$ cat config.mk
export PLATFORM = sky130hd
export DESIGN_NAME = timer01_ctrl
export DESIGN_NICKNAME = d
export VERILOG_FILES = /design/src/pkg/timer01_pkg.sv /design/src/hw/timer01_ctrl.sv
export SDC_FILE = /design/constraint.sdc
export NUM_CORES = 1
export LEC_CHECK = 0
export BUFFER_PORTS_ARGS = -buffer_cell sky130_fd_sc_hd__buf_2
export CAP_MARGIN = 20
export CORE_MARGIN = 4
export CORE_UTILIZATION = 62
export CTS_BUF_LIST = sky130_fd_sc_hd__clkbuf_4 sky130_fd_sc_hd__clkbuf_8 sky130_fd_sc_hd__clkbuf_16
export CTS_CLUSTER_DIAMETER = 120
export DETAILED_ROUTE_END_ITERATION = 6
export GPL_ROUTABILITY_DRIVEN = 0
export GPL_TIMING_DRIVEN = 0
export PLACE_DENSITY_LB_ADDON = 0.2
export SYNTH_ARGS = -nofsm -noshare
export SYNTH_HDL_FRONTEND = slang
export SYNTH_SLANG_ARGS = --single-unit
$ cat constraint.sdc
create_clock -name clk -period 7.2 [get_ports clk]
set_clock_uncertainty 0.15 [all_clocks]
set_input_delay 1.08 -clock clk [delete_from_list [all_inputs] [get_ports clk]]
set_output_delay 1.08 -clock clk [all_outputs]
set_load 0.02 [all_outputs]
$ cat src/pkg/timer01_pkg.sv
// constants and types shared by the timer 0/1 control block
package timer01_pkg;

    // register indices; byte address is four times the index
    localparam logic [7:0] RUN_FLAG_IDX = 8'h88;
    localparam logic [7:0] MODE_SEL_IDX = 8'h89;
    localparam logic [7:0] CNT0_LO_IDX = 8'h8a;
    localparam logic [7:0] CNT1_LO_IDX = 8'h8b;
    localparam logic [7:0] CNT0_HI_IDX = 8'h8c;
    localparam logic [7:0] CNT1_HI_IDX = 8'h8d;
    localparam logic [7:0] CLK_SEL_IDX = 8'h8f;
    localparam logic [7:0] IRQ_POL_IDX = 8'h90;
    localparam logic [7:0] T23_CFG_IDX = 8'h91;

    // run and flag control fields
    localparam int OVF1_BIT = 7;
    localparam int RUN1_BIT = 6;
    localparam int OVF0_BIT = 5;
    localparam int RUN0_BIT = 4;
    localparam int XIRQ1_FLAG_BIT = 3;
    localparam int XIRQ1_EDGE_BIT = 2;
    localparam int XIRQ0_FLAG_BIT = 1;
    localparam int XIRQ0_EDGE_BIT = 0;

    // mode select fields
    localparam int GATING_ONE_BIT = 7;
    localparam int CNTSEL_ONE_BIT = 6;
    localparam int MODE_ONE_LSB = 4;
    localparam int GATING_ZERO_BIT = 3;
    localparam int CNTSEL_ZERO_BIT = 2;
    localparam int MODE_ZERO_LSB = 0;

    // clock select fields
    localparam int TMR3_HI_SEL_BIT = 7;
    localparam int TMR3_LO_SEL_BIT = 6;
    localparam int TMR2_HI_SEL_BIT = 5;
    localparam int TMR2_LO_SEL_BIT = 4;
    localparam int CLKSEL_ONE_BIT = 3;
    localparam int CLKSEL_ZERO_BIT = 2;
    localparam int PRESC_LSB = 0;

    // polarity and timer 2/3 config fields
    localparam int POL0_BIT = 0;
    localparam int POL1_BIT = 1;
    localparam int T2_XCLK_BIT = 0;
    localparam int T2_SPLIT_BIT = 1;
    localparam int T3_XCLK_BIT = 2;
    localparam int T3_SPLIT_BIT = 3;

    // 13-bit mode keeps this many low-byte bits
    localparam int LO13_W = 5;

    localparam logic [7:0] RESET_BYTE = 8'h00;

    // idle pin levels: irq and event pins high, external clock low
    localparam logic [4:0] PIN_IDLE = 5'h0f;

    // clock dividers
    localparam int DIV_SYS_A = 12;
    localparam int DIV_SYS_B = 4;
    localparam int DIV_SYS_C = 48;
    localparam int DIV_EXT = 8;
    localparam logic [5:0] DIV_A_LAST = 6'(DIV_SYS_A - 1);
    localparam logic [5:0] DIV_B_LAST = 6'(DIV_SYS_B - 1);
    localparam logic [5:0] DIV_C_LAST = 6'(DIV_SYS_C - 1);
    localparam logic [2:0] DIV_EXT_LAST = 3'(DIV_EXT - 1);

    typedef enum logic [1:0] {
        MODE_13BIT,
        MODE_16BIT,
        MODE_8BIT_RELOAD,
        MODE_SPLIT
    } mode_e;

    typedef enum logic [1:0] {
        PRESC_DIV12,
        PRESC_DIV4,
        PRESC_DIV48,
        PRESC_EXT8
    } presc_e;

endpackage

$ cat src/hw/timer01_ctrl.sv
// timer 0/1 control, counting and shared clock selection
//
// The Avalon-MM slave port was chosen for this implementation.
`timescale 1ns/1ps
`default_nettype none

// Function
// [RULE_01] timer 1 overflow sets its flag; software or vectoring clears it
// [RULE_02] timer 0 overflow sets its flag; software or vectoring clears it
// [RULE_03] run bits 6 and 4 enable timer 1 and timer 0
// [RULE_04] irq 1 flag: edge sets, vector clears; level mode follows active input
// [RULE_05] irq 0 flag behaves the same as irq 1 flag
// [RULE_06] type bits 2 and 0: zero level, one edge triggered
// [RULE_07] timer 1 gated also needs irq 1 input active
// [RULE_08] timer 0 gated also needs irq 0 input active
// [RULE_09] timer 1 counter select: clock or falling event pin edges
// [RULE_10] timer 0 counter select: clock or falling event pin edges
// [RULE_11] timer 1 modes: 13-bit, 16-bit, 8-bit reload, inactive
// [RULE_12] timer 0 modes: 13-bit, 16-bit, 8-bit reload, split
// [RULE_13] timer 3 high clock select matters only in split mode
// [RULE_14] timer 3 low clock select: system clock or external choice
// [RULE_15] timer 2 high clock select matters only in split mode
// [RULE_16] timer 2 low clock select: system clock or external choice
// [RULE_17] timer 1 clock select ignored when counting; prescaled or system
// [RULE_18] timer 0 clock select ignored when counting; prescaled or system
// [RULE_19] prescaler: sysclk/12, /4, /48, or external clock /8
// [RULE_20] external clock /8 synchronised before use
// [RULE_21] low bytes are read/write, reset to zero
// [RULE_22] 13-bit mode wraps from all ones and sets overflow
// [RULE_23] 8-bit mode reloads low byte from high byte on overflow
// [RULE_24] split mode high byte runs on timer 1 run, sets timer 1 flag
// [RULE_25] pins synchronised; each falling edge counts exactly one
// [RULE_26] hardware flag set wins over a software write
module timer01_ctrl (
    // clock, reset, enable
    input wire logic clk,
    input wire logic arst_n,
    input wire logic ce,
    // avalon-mm slave, word addressed
    input wire logic [7:0] address,
    input wire logic read,
    input wire logic write,
    input wire logic [31:0] writedata,
    input wire logic [3:0] byteenable,
    output logic [31:0] readdata,
    output logic waitrequest,
    // external pins
    input wire logic ext_irq_zero_input,
    input wire logic ext_irq_one_input,
    input wire logic timer_zero_event_pin,
    input wire logic timer_one_event_pin,
    input wire logic ext_clk_in,
    // vector acknowledges from the cpu
    input wire logic vector_ack_timer_zero,
    input wire logic vector_ack_timer_one,
    input wire logic vector_ack_irq_zero,
    input wire logic vector_ack_irq_one,
    // flags to the interrupt logic
    output logic timer_zero_overflow_flag,
    output logic timer_one_overflow_flag,
    output logic ext_irq_zero_flag,
    output logic ext_irq_one_flag,
    // clock ticks for timers 2 and 3
    output logic timer_two_low_tick,
    output logic timer_two_high_tick,
    output logic timer_three_low_tick,
    output logic timer_three_high_tick
);
    import timer01_pkg::*;

    // one step of a counter: {overflow, high, low}
    function automatic logic [16:0] step(input mode_e m, input logic [7:0] hi, input logic [7:0] lo);
        logic [13:0] s13;
        logic [16:0] s16;
        logic [8:0] s8;
        s13 = {1'b0, hi, lo[LO13_W-1:0]} + 14'h0001;
        s16 = {1'b0, hi, lo} + 17'h00001;
        s8 = {1'b0, lo} + 9'h001;
        case (m)
            MODE_13BIT: step = {s13[13], s13[12:LO13_W], lo[7:LO13_W], s13[LO13_W-1:0]}; // RULE_22
            MODE_16BIT: step = s16;
            MODE_8BIT_RELOAD: step = {s8[8], hi, s8[8] ? hi : s8[7:0]}; // RULE_23
            default: step = {s8[8], hi, s8[7:0]};
        endcase
    endfunction

    logic [7:0] timer_run_and_flag_control_r, timer_run_and_flag_control_nxt;
    logic [7:0] timer_mode_select_r, timer_clock_select_r, pol_r, cfg_r;
    logic [7:0] tl0_r, tl0_nxt, th0_r, th0_nxt;
    logic [7:0] tl1_r, tl1_nxt, th1_r, th1_nxt;
    logic [4:0] meta_r, sync_r, prev_r;
    logic [5:0] div_a_r, div_b_r, div_c_r;
    logic [2:0] ext_cnt_r;
    logic rd_done_r;
    logic [31:0] readdata_r;
    logic [3:0] tick_r;

    // bus decode; a read takes one wait state
    wire wr_en = write & ce & byteenable[0];
    wire [7:0] wb = writedata[7:0];
    wire wr_timer_run_and_flag_control = wr_en & (address == RUN_FLAG_IDX);
    wire wr_timer_mode_select = wr_en & (address == MODE_SEL_IDX);
    wire wr_tl0 = wr_en & (address == CNT0_LO_IDX); // RULE_21
    wire wr_tl1 = wr_en & (address == CNT1_LO_IDX); // RULE_21
    wire wr_th0 = wr_en & (address == CNT0_HI_IDX);
    wire wr_th1 = wr_en & (address == CNT1_HI_IDX);
    wire wr_ck = wr_en & (address == CLK_SEL_IDX);
    wire wr_pol = wr_en & (address == IRQ_POL_IDX);
    wire wr_cfg = wr_en & (address == T23_CFG_IDX);
    wire rd_take = read & ce & ~rd_done_r;
    assign waitrequest = ~ce | (read & ~rd_done_r);
    assign readdata = readdata_r;

    // read mux; unmapped indices read as zero
    logic [7:0] rd_mux;
    always_comb begin
        case (address)
            RUN_FLAG_IDX: rd_mux = timer_run_and_flag_control_r;
            MODE_SEL_IDX: rd_mux = timer_mode_select_r;
            CNT0_LO_IDX: rd_mux = tl0_r;
            CNT1_LO_IDX: rd_mux = tl1_r;
            CNT0_HI_IDX: rd_mux = th0_r;
            CNT1_HI_IDX: rd_mux = th1_r;
            CLK_SEL_IDX: rd_mux = timer_clock_select_r;
            IRQ_POL_IDX: rd_mux = pol_r;
            T23_CFG_IDX: rd_mux = cfg_r;
            default: rd_mux = RESET_BYTE;
        endcase
    end

    // synchronised pins: 0 irq0, 1 irq1, 2 ev0, 3 ev1, 4 ext clock
    wire [4:0] pins = {ext_clk_in, timer_one_event_pin, timer_zero_event_pin,
                       ext_irq_one_input, ext_irq_zero_input};
    wire ext_irq_zero_input_act = sync_r[0] == pol_r[POL0_BIT];
    wire ext_irq_one_input_act = sync_r[1] == pol_r[POL1_BIT];
    wire ext_irq_zero_input_was = prev_r[0] == pol_r[POL0_BIT];
    wire ext_irq_one_input_was = prev_r[1] == pol_r[POL1_BIT];
    wire ext_irq_zero_input_edge = ext_irq_zero_input_act & ~ext_irq_zero_input_was;
    wire ext_irq_one_input_edge = ext_irq_one_input_act & ~ext_irq_one_input_was;
    wire ev0_fall = prev_r[2] & ~sync_r[2]; // RULE_25
    wire ev1_fall = prev_r[3] & ~sync_r[3]; // RULE_25
    wire ext_rise = sync_r[4] & ~prev_r[4];

    // prescaler ticks, all qualified by the enable
    wire div_a_tick = ce & (div_a_r == DIV_A_LAST);
    wire div_b_tick = ce & (div_b_r == DIV_B_LAST);
    wire div_c_tick = ce & (div_c_r == DIV_C_LAST);
    wire ext8_tick = ce & ext_rise & (ext_cnt_r == DIV_EXT_LAST); // RULE_20
    logic presc_tick;
    always_comb begin
        case (presc_e'(timer_clock_select_r[PRESC_LSB+:2])) // RULE_19
            PRESC_DIV12: presc_tick = div_a_tick;
            PRESC_DIV4: presc_tick = div_b_tick;
            PRESC_DIV48: presc_tick = div_c_tick;
            default: presc_tick = ext8_tick;
        endcase
    end

    // timer 0 sources and run
    mode_e mode0, mode1;
    assign mode0 = mode_e'(timer_mode_select_r[MODE_ZERO_LSB+:2]);
    assign mode1 = mode_e'(timer_mode_select_r[MODE_ONE_LSB+:2]);
    wire split0 = mode0 == MODE_SPLIT; // RULE_12
    wire int_clk0 = timer_clock_select_r[CLKSEL_ZERO_BIT] ? ce : presc_tick; // RULE_18
    wire int_clk1 = timer_clock_select_r[CLKSEL_ONE_BIT] ? ce : presc_tick; // RULE_17
    wire src0 = timer_mode_select_r[CNTSEL_ZERO_BIT] ? (ce & ev0_fall) : int_clk0; // RULE_10
    wire run0 = timer_run_and_flag_control_r[RUN0_BIT] & (~timer_mode_select_r[GATING_ZERO_BIT] | ext_irq_zero_input_act); // RULE_03 RULE_08
    wire inc0 = run0 & src0;
    wire inc0h = split0 & timer_run_and_flag_control_r[RUN1_BIT] & int_clk0; // RULE_24

    // timer 1: split timer 0 takes its run bit and flag; timer 1 then runs ungated on its clock, not its pin
    wire src1 = (timer_mode_select_r[CNTSEL_ONE_BIT] & ~split0) ? (ce & ev1_fall) : int_clk1; // RULE_09
    wire run1_n = timer_run_and_flag_control_r[RUN1_BIT] & (~timer_mode_select_r[GATING_ONE_BIT] | ext_irq_one_input_act); // RULE_07
    wire run1 = (mode1 != MODE_SPLIT) & (split0 | run1_n); // RULE_11
    wire inc1 = run1 & src1;

    wire [16:0] nx0 = step(mode0, th0_r, tl0_r);
    wire [16:0] nx0h = step(MODE_SPLIT, RESET_BYTE, th0_r);
    wire [16:0] nx1 = step(mode1, th1_r, tl1_r);
    wire ovf0 = inc0 & nx0[16];
    wire ovf0h = inc0h & nx0h[16];
    wire ovf1 = inc1 & nx1[16] & ~split0;
    wire set_f0 = ovf0; // RULE_02
    wire set_f1 = ovf1 | ovf0h; // RULE_01 RULE_24

    // counter next values; a software write replaces the count
    assign tl0_nxt = wr_tl0 ? wb : (inc0 ? nx0[7:0] : tl0_r);
    assign th0_nxt = wr_th0 ? wb : (inc0h ? nx0h[7:0] : ((inc0 & ~split0) ? nx0[15:8] : th0_r));
    assign tl1_nxt = wr_tl1 ? wb : (inc1 ? nx1[7:0] : tl1_r);
    assign th1_nxt = wr_th1 ? wb : (inc1 ? nx1[15:8] : th1_r);

    // flag register; hardware sets beat clears so no event is lost
    logic [7:0] tc_base;
    always_comb begin
        tc_base = wr_timer_run_and_flag_control ? wb : timer_run_and_flag_control_r;
        timer_run_and_flag_control_nxt = tc_base;
        timer_run_and_flag_control_nxt[OVF1_BIT] = (tc_base[OVF1_BIT] & ~vector_ack_timer_one) | set_f1; // RULE_01 RULE_26
        timer_run_and_flag_control_nxt[OVF0_BIT] = (tc_base[OVF0_BIT] & ~vector_ack_timer_zero) | set_f0; // RULE_02 RULE_26
        if (tc_base[XIRQ1_EDGE_BIT]) begin // RULE_06
            timer_run_and_flag_control_nxt[XIRQ1_FLAG_BIT] = (tc_base[XIRQ1_FLAG_BIT] & ~vector_ack_irq_one) | ext_irq_one_input_edge; // RULE_04
        end else begin
            timer_run_and_flag_control_nxt[XIRQ1_FLAG_BIT] = ext_irq_one_input_act; // RULE_04
        end
        if (tc_base[XIRQ0_EDGE_BIT]) begin // RULE_06
            timer_run_and_flag_control_nxt[XIRQ0_FLAG_BIT] = (tc_base[XIRQ0_FLAG_BIT] & ~vector_ack_irq_zero) | ext_irq_zero_input_edge; // RULE_05
        end else begin
            timer_run_and_flag_control_nxt[XIRQ0_FLAG_BIT] = ext_irq_zero_input_act; // RULE_05
        end
    end

    // timer 2/3 clock choice; high select only counts in split mode
    wire t2_ext = cfg_r[T2_XCLK_BIT] ? ext8_tick : div_a_tick;
    wire t3_ext = cfg_r[T3_XCLK_BIT] ? ext8_tick : div_a_tick;
    wire t2_lo = timer_clock_select_r[TMR2_LO_SEL_BIT] ? ce : t2_ext; // RULE_16
    wire t3_lo = timer_clock_select_r[TMR3_LO_SEL_BIT] ? ce : t3_ext; // RULE_14
    wire t2_hi = ~cfg_r[T2_SPLIT_BIT] ? t2_lo : (timer_clock_select_r[TMR2_HI_SEL_BIT] ? ce : t2_ext); // RULE_15
    wire t3_hi = ~cfg_r[T3_SPLIT_BIT] ? t3_lo : (timer_clock_select_r[TMR3_HI_SEL_BIT] ? ce : t3_ext); // RULE_13

    // two-flop synchronisers plus one history stage
    always_ff @(posedge clk or negedge arst_n) begin
        if (!arst_n) begin
            meta_r <= PIN_IDLE; // idle levels, so no false edge or level after reset
            sync_r <= PIN_IDLE;
            prev_r <= PIN_IDLE;
        end else if (ce) begin
            meta_r <= pins; // RULE_25
            sync_r <= meta_r;
            prev_r <= sync_r;
        end
    end

    // dividers; the /48 is free running so ratios stay exact
    always_ff @(posedge clk or negedge arst_n) begin
        if (!arst_n) begin
            div_a_r <= 6'h00;
            div_b_r <= 6'h00;
            div_c_r <= 6'h00;
            ext_cnt_r <= 3'h0;
        end else if (ce) begin
            div_a_r <= div_a_tick ? 6'h00 : div_a_r + 6'h01;
            div_b_r <= div_b_tick ? 6'h00 : div_b_r + 6'h01;
            div_c_r <= div_c_tick ? 6'h00 : div_c_r + 6'h01;
            if (ext_rise) begin
                ext_cnt_r <= ext_cnt_r + 3'h1; // RULE_20
            end
        end
    end

    // configuration registers
    always_ff @(posedge clk or negedge arst_n) begin
        if (!arst_n) begin
            timer_mode_select_r <= RESET_BYTE;
            timer_clock_select_r <= RESET_BYTE;
            pol_r <= RESET_BYTE;
            cfg_r <= RESET_BYTE;
        end else begin
            if (wr_timer_mode_select) timer_mode_select_r <= wb;
            if (wr_ck) timer_clock_select_r <= wb;
            if (wr_pol) pol_r <= {6'h00, wb[1:0]};
            if (wr_cfg) cfg_r <= {4'h0, wb[3:0]};
        end
    end

    // counters and flags
    always_ff @(posedge clk or negedge arst_n) begin
        if (!arst_n) begin
            timer_run_and_flag_control_r <= RESET_BYTE;
            tl0_r <= RESET_BYTE; // RULE_21
            th0_r <= RESET_BYTE;
            tl1_r <= RESET_BYTE; // RULE_21
            th1_r <= RESET_BYTE;
        end else if (ce) begin
            timer_run_and_flag_control_r <= timer_run_and_flag_control_nxt;
            tl0_r <= tl0_nxt;
            th0_r <= th0_nxt;
            tl1_r <= tl1_nxt;
            th1_r <= th1_nxt;
        end
    end

    // bus answer and registered tick outputs
    always_ff @(posedge clk or negedge arst_n) begin
        if (!arst_n) begin
            rd_done_r <= 1'b0;
            readdata_r <= 32'h0000_0000;
            tick_r <= 4'h0;
        end else if (ce) begin
            rd_done_r <= rd_take;
            if (rd_take) readdata_r <= {24'h00_0000, rd_mux};
            tick_r <= {t3_hi, t3_lo, t2_hi, t2_lo};
        end
    end

    assign timer_zero_overflow_flag = timer_run_and_flag_control_r[OVF0_BIT];
    assign timer_one_overflow_flag = timer_run_and_flag_control_r[OVF1_BIT];
    assign ext_irq_zero_flag = timer_run_and_flag_control_r[XIRQ0_FLAG_BIT];
    assign ext_irq_one_flag = timer_run_and_flag_control_r[XIRQ1_FLAG_BIT];
    assign timer_two_low_tick = tick_r[0];
    assign timer_two_high_tick = tick_r[1];
    assign timer_three_low_tick = tick_r[2];
    assign timer_three_high_tick = tick_r[3];
endmodule
`default_nettype wire

# Word level (Yosys, flattened, before mapping)
# Cells that the tools add are included.
totals:
  regBits: 111
  input_bits: 58
  output_inout_bits: 41
  wordCells: 179
op_classes:
  addsub: 11
  eq_ne: 29
  n_mux: 33
  bitwise_logic: 66
  n_reduce_logical: 18
op_table:
  columns: ["cell", "count"]
  rows:
  - ["17-bit case mux with 3 select lines", 2]
  - ["8-bit 2-to-1 mux", 12]
  - ["8-bit == test, second input constant", 9]
  - ["8-bit case mux with 9 select lines", 1]
  - ["1-bit AND", 43]
  - ["16-bit by 1-bit adder with 17-bit output, second input constant", 2]
  - ["13-bit by 1-bit adder with 14-bit output, second input constant", 2]
  - ["8-bit by 1-bit adder with 9-bit output, second input constant", 3]
  - ["6-bit by 1-bit adder with 6-bit output, second input constant", 3]
  - ["6-bit 2-to-1 mux", 3]
  - ["1-bit 2-to-1 mux", 14]
  - ["1-bit inverter", 14]
  - ["2-bit AND reduction", 5]
  - ["1-bit bitwise OR", 9]
  - ["2-bit == test, second input constant", 4]
  - ["2-bit != test, second input constant", 4]
  - ["4-bit AND reduction", 2]
  - ["2-bit by 1-bit == test with 1-bit output, second input constant", 3]
  - ["6-bit by 2-bit == test with 1-bit output, second input constant", 1]
  - ["6-bit by 4-bit == test with 1-bit output, second input constant", 1]
  - ["6-bit == test, second input constant", 1]
  - ["2-bit zero test", 3]
  - ["3-bit AND reduction", 2]
  - ["2-bit nonzero test", 3]
  - ["7 further kinds", 11]

# Logic depth before layout (Yosys ltp)
depth:
  ltp_word: 12
  mapped_depth: 10
  mapped_depth_nobuf: 9

# Worst setup path after synthesis
# No wires, ideal clock.
synth_timing:
  path_kind: "in2out"
  startpoint: "input port ce"
  endpoint: "output port waitrequest"
  t_arrival_ns: 2.084
  path_slack_ns: 3.886
  path_stages: 4
  n_path_buf: 3
  path_cell_list: "buf_2 -> buf_1 -> clkbuf_1 -> o21ai_0"
synth_via:
  elab_chain_len: 2
synth_lines:
  columns: ["item", "line", "text"]
  rows:
  - ["start, declared", "timer01_ctrl.sv:38", "input wire logic ce,"]
  - ["1-bit inverter", "timer01_ctrl.sv:111", "assign waitrequest = ~ce | (read & ~rd_done_r);"]
  - ["1-bit bitwise OR", "timer01_ctrl.sv:111", null]
  - ["end, declared", "timer01_ctrl.sv:46", "output logic waitrequest,"]
# Every way passes these cells.

# Worst setup path after layout
# Ends and elaborated chain as after synthesis.

==> results.cfg <==
[worst_setup_path]
cp_common_cell = buf_2
worstSetupPathType = in -> out
rrSetupSlack_ns = 3.96
worstSetupEndpointType = output port
critPathMaxFanout = 10
worstPathRequired_ns = 5.97
critical_path.max_stage_delay_ns = 0.47
critPathArrivalTime_ns = 2.74
cp-start-kind = input port
path_cells = buf_2 -> buf_2 -> buf_1 -> clkbuf_1 -> o21ai_0 -> buf_2
cpMaxStageDelayCell = clkbuf_1

[cells_and_area]
drive_gt1_share_pct = 22.1
synthToLayoutAreaGrowth_pct = 10.4
multi_input_area_sq_um = 3690
register_area_sq_um = 2790
fill_cells = 830
diodes = 0
fin_nets = 863

[cts]
clk_latency_ns = 0.41
cts.sinks = 111
numCtsBuffers = 9
post_cts_buffers = 0
cts_buffer_depth = 2
ctsResizeCount = 0
tritoncts = built
hold_buffers = 0
root_buffer = clkbuf_8
clk_pin_slew_ns = 0.11
htreeDepth = 3

[floorplan]
core_sq_um = 10500
die_h_microns = 112
start_util_pct = 64.7
die_x_microns = 112
fp-row-count = 37
die_area_sq_um = 12700
ios = 99

[grt]
grt_start_max_net_pins = 76
overflow = 0
grt_first_pass_wirelength_microns = 31100
grt_antenna_before_repair = 0
grt_pass1_vias = 6023
groute.usage.overall_pct = 31.1

[routing]
totalWireLength_microns = 19100
avgViaCountPerCell = 6.47
route.detailed.drc = 0
antenna_left = 0
drt_iter0_drc = 620
vias = 6066
firstDrtPassIters = 5
wl_per_cell_microns = 20.3

[logic_synthesis]
synth_top_area_share_pct = 36.6
synth_area_sq_um = 6770
synth_area_leaders = dfrtp_1 37%, mux2_2 7.2%, nand2_1 4.7%, dfstp_2 4.7%, o21ai_0 4.1%
ys_async_sr_fraction_pct = 100
ys_top_cells_by_count = 99 x dfrtp_1, 85 x nand2_1, 56 x nor2_1
synth_cells = 719
synth_seq_cells = 111
syn_avg_cell_area_sq_um = 9.42
yosys_most_used_dff = dfrtp_1
yosysMostFrequentCell = dfrtp_1
yosysUniqueCellTypes = 69
synth_top_area_cell = dfrtp_1
synth_edf_count = 0
yosys_warnings = 0
yosysSeqAreaShare_pct = 41.2

[sta]
holdWs_ns = 0.339
slew_headroom_pct = 36.0
fmax_mhz = 252
worstMarginPinSlew_ns = 0.952
rsz0062_at_grt = false
hold_viol = 0
period_share_pct = 55.2
period_needed_ns = 3.97
setup_viol = 0
fin_tns_setup_ns = 0
slew_viol_final = 0

[power]
p_sw_w = 0.000537
seq_power_share_pct = 52.7
power.density_nw_per_um2 = 209
p_int_w = 0.00102
p_leak_nw = 3.29
vdd_drop_max_uv = 233
p_clk_share_pct = 24.5
combPwrFrac_pct = 22.9
switching_share_pct = 34.4

[hold_path]
hp-class = reg -> reg

[status]
status = finished clean

[placed_design]
numPortBuffers = 42
hpwl_microns = 14100

[flow_run]
cap_violations = 0
kinds of logic (layout without fill, tap and decap cells):
group	count (synthesis)	after routing	share of synthesized area [%]
other cells	1	24	0.0554
simple gates	258	258	19.0
fa+ha+maj	8	8	1.48
flops	111	111	41.2
compound gates	164	164	15.9
buf+inv	74	134	5.62
mux	68	68	12.1
xor+xnor	35	35	4.53
layout make-up:
cell class | instances | share of cell area (%)
buffer | 58 | 4.28
clock buffer | 10 | 1.76
clock inverter | 6 | 0.904
inverter | 16 | 0.803
multi-input combinational | 557 | 49.3
sequential | 111 | 37.3
tap | 136 | 2.28
timing repair buffer | 44 | 3.28
placed cells by master (no fill, tap or decap), types with 6 or more instances in the layout:
cell type and instances:
nand3_1 28, a22o_1 10, nor3b_1 7, o21ai_0 55, ha_1 8, dfstp_2 12, dfrtp_1 99, mux2_2 43
buf_4 26, buf_2 49, mux4_2 6, nor4_1 6, clkbuf_8 9, and3_1 10, nand2_1 85, a31oi_1 14
xnor2_1 16, mux2i_1 17, conb_1 24, nor2_1 56, nand3b_1 8, a21oi_1 33, clkbuf_1 21, nand4_1 13
a21o_1 6, xor2_1 19, inv_1 16, nor3_1 15
through the flow:
stage / worst slack, ns / total power (W) / area [sq um] / utilization, % / std cells
global route: 3.06 / 0.00165 / 7480 / 71.5 / 938
finish: 3.23 / 0.00156 / 7480 / 71.5 / 938
detailed placement: 3.19 / 0.00118 / 7280 / 69.6 / 922
global placement: 3.21 / 0.00115 / 7240 / 69.2 / 920
floorplan: 3.89 / 0.00106 / 6860 / - / 742
CTS: 3.19 / 0.00156 / 7480 / 71.5 / 938
state kept, by name (all words and copies together) (netlist names), 8 cells and up:
name	count
readdata	8
th0_r	8
th1_r	8
timer_clock_select_r	8
timer_mode_select_r	8
timer_run_and_flag_control_r	8
tl0_r	8
tl1_r	8
layer usage:
| layer | wire length [microns] | vias to the layer above | track usage, % | part of all wire [%] |
|---|---|---|---|---|
| met5 | 0 | - | 0 | 0 |
| li1 | - | 2711 | - | - |
| met4 | 1060 | 0 | 16.3 | 5.6 |
| met1 | 6990 | 2872 | 36.7 | 37 |
| met2 | 8960 | 377 | 50.9 | 47 |
| met3 | 2080 | 106 | 9.92 | 11 |
power by group through the flow:
| stage | combinational, W | clock [W] | sequential [W] |
|---|---|---|---|
| after floorplan | 0.000256 | 0 | 0.000804 |
| after global placement | 0.000329 | 0 | 0.000824 |
| after detailed placement | 0.000354 | 0 | 0.000830 |
| after CTS | 0.000357 | 0.000388 | 0.000818 |
| after global routing | 0.000399 | 0.000414 | 0.000834 |
| final | 0.000357 | 0.000382 | 0.000823 |
final timing paths:
check,start,end,cells after the start
setup / recovery,ce,waitrequest,6
hold / removal,ext_cnt_r[0],ext_cnt_r[0],1
setup reg to reg,ext_cnt_r[0],th0_r[0],9
hold reg to reg,ext_cnt_r[0],ext_cnt_r[0],1
max in group asynchronous,arst_n,prev_r[2],2
min in group asynchronous,arst_n,readdata[1],1
critical path: cells and delay by family:
| kind | cells | cell delay, ns |
|---|---|---|
| compound gates | 1 | 0.15 |
| buf+inv | 5 | 1.51 |
Power figures use the tool's default switching activity.
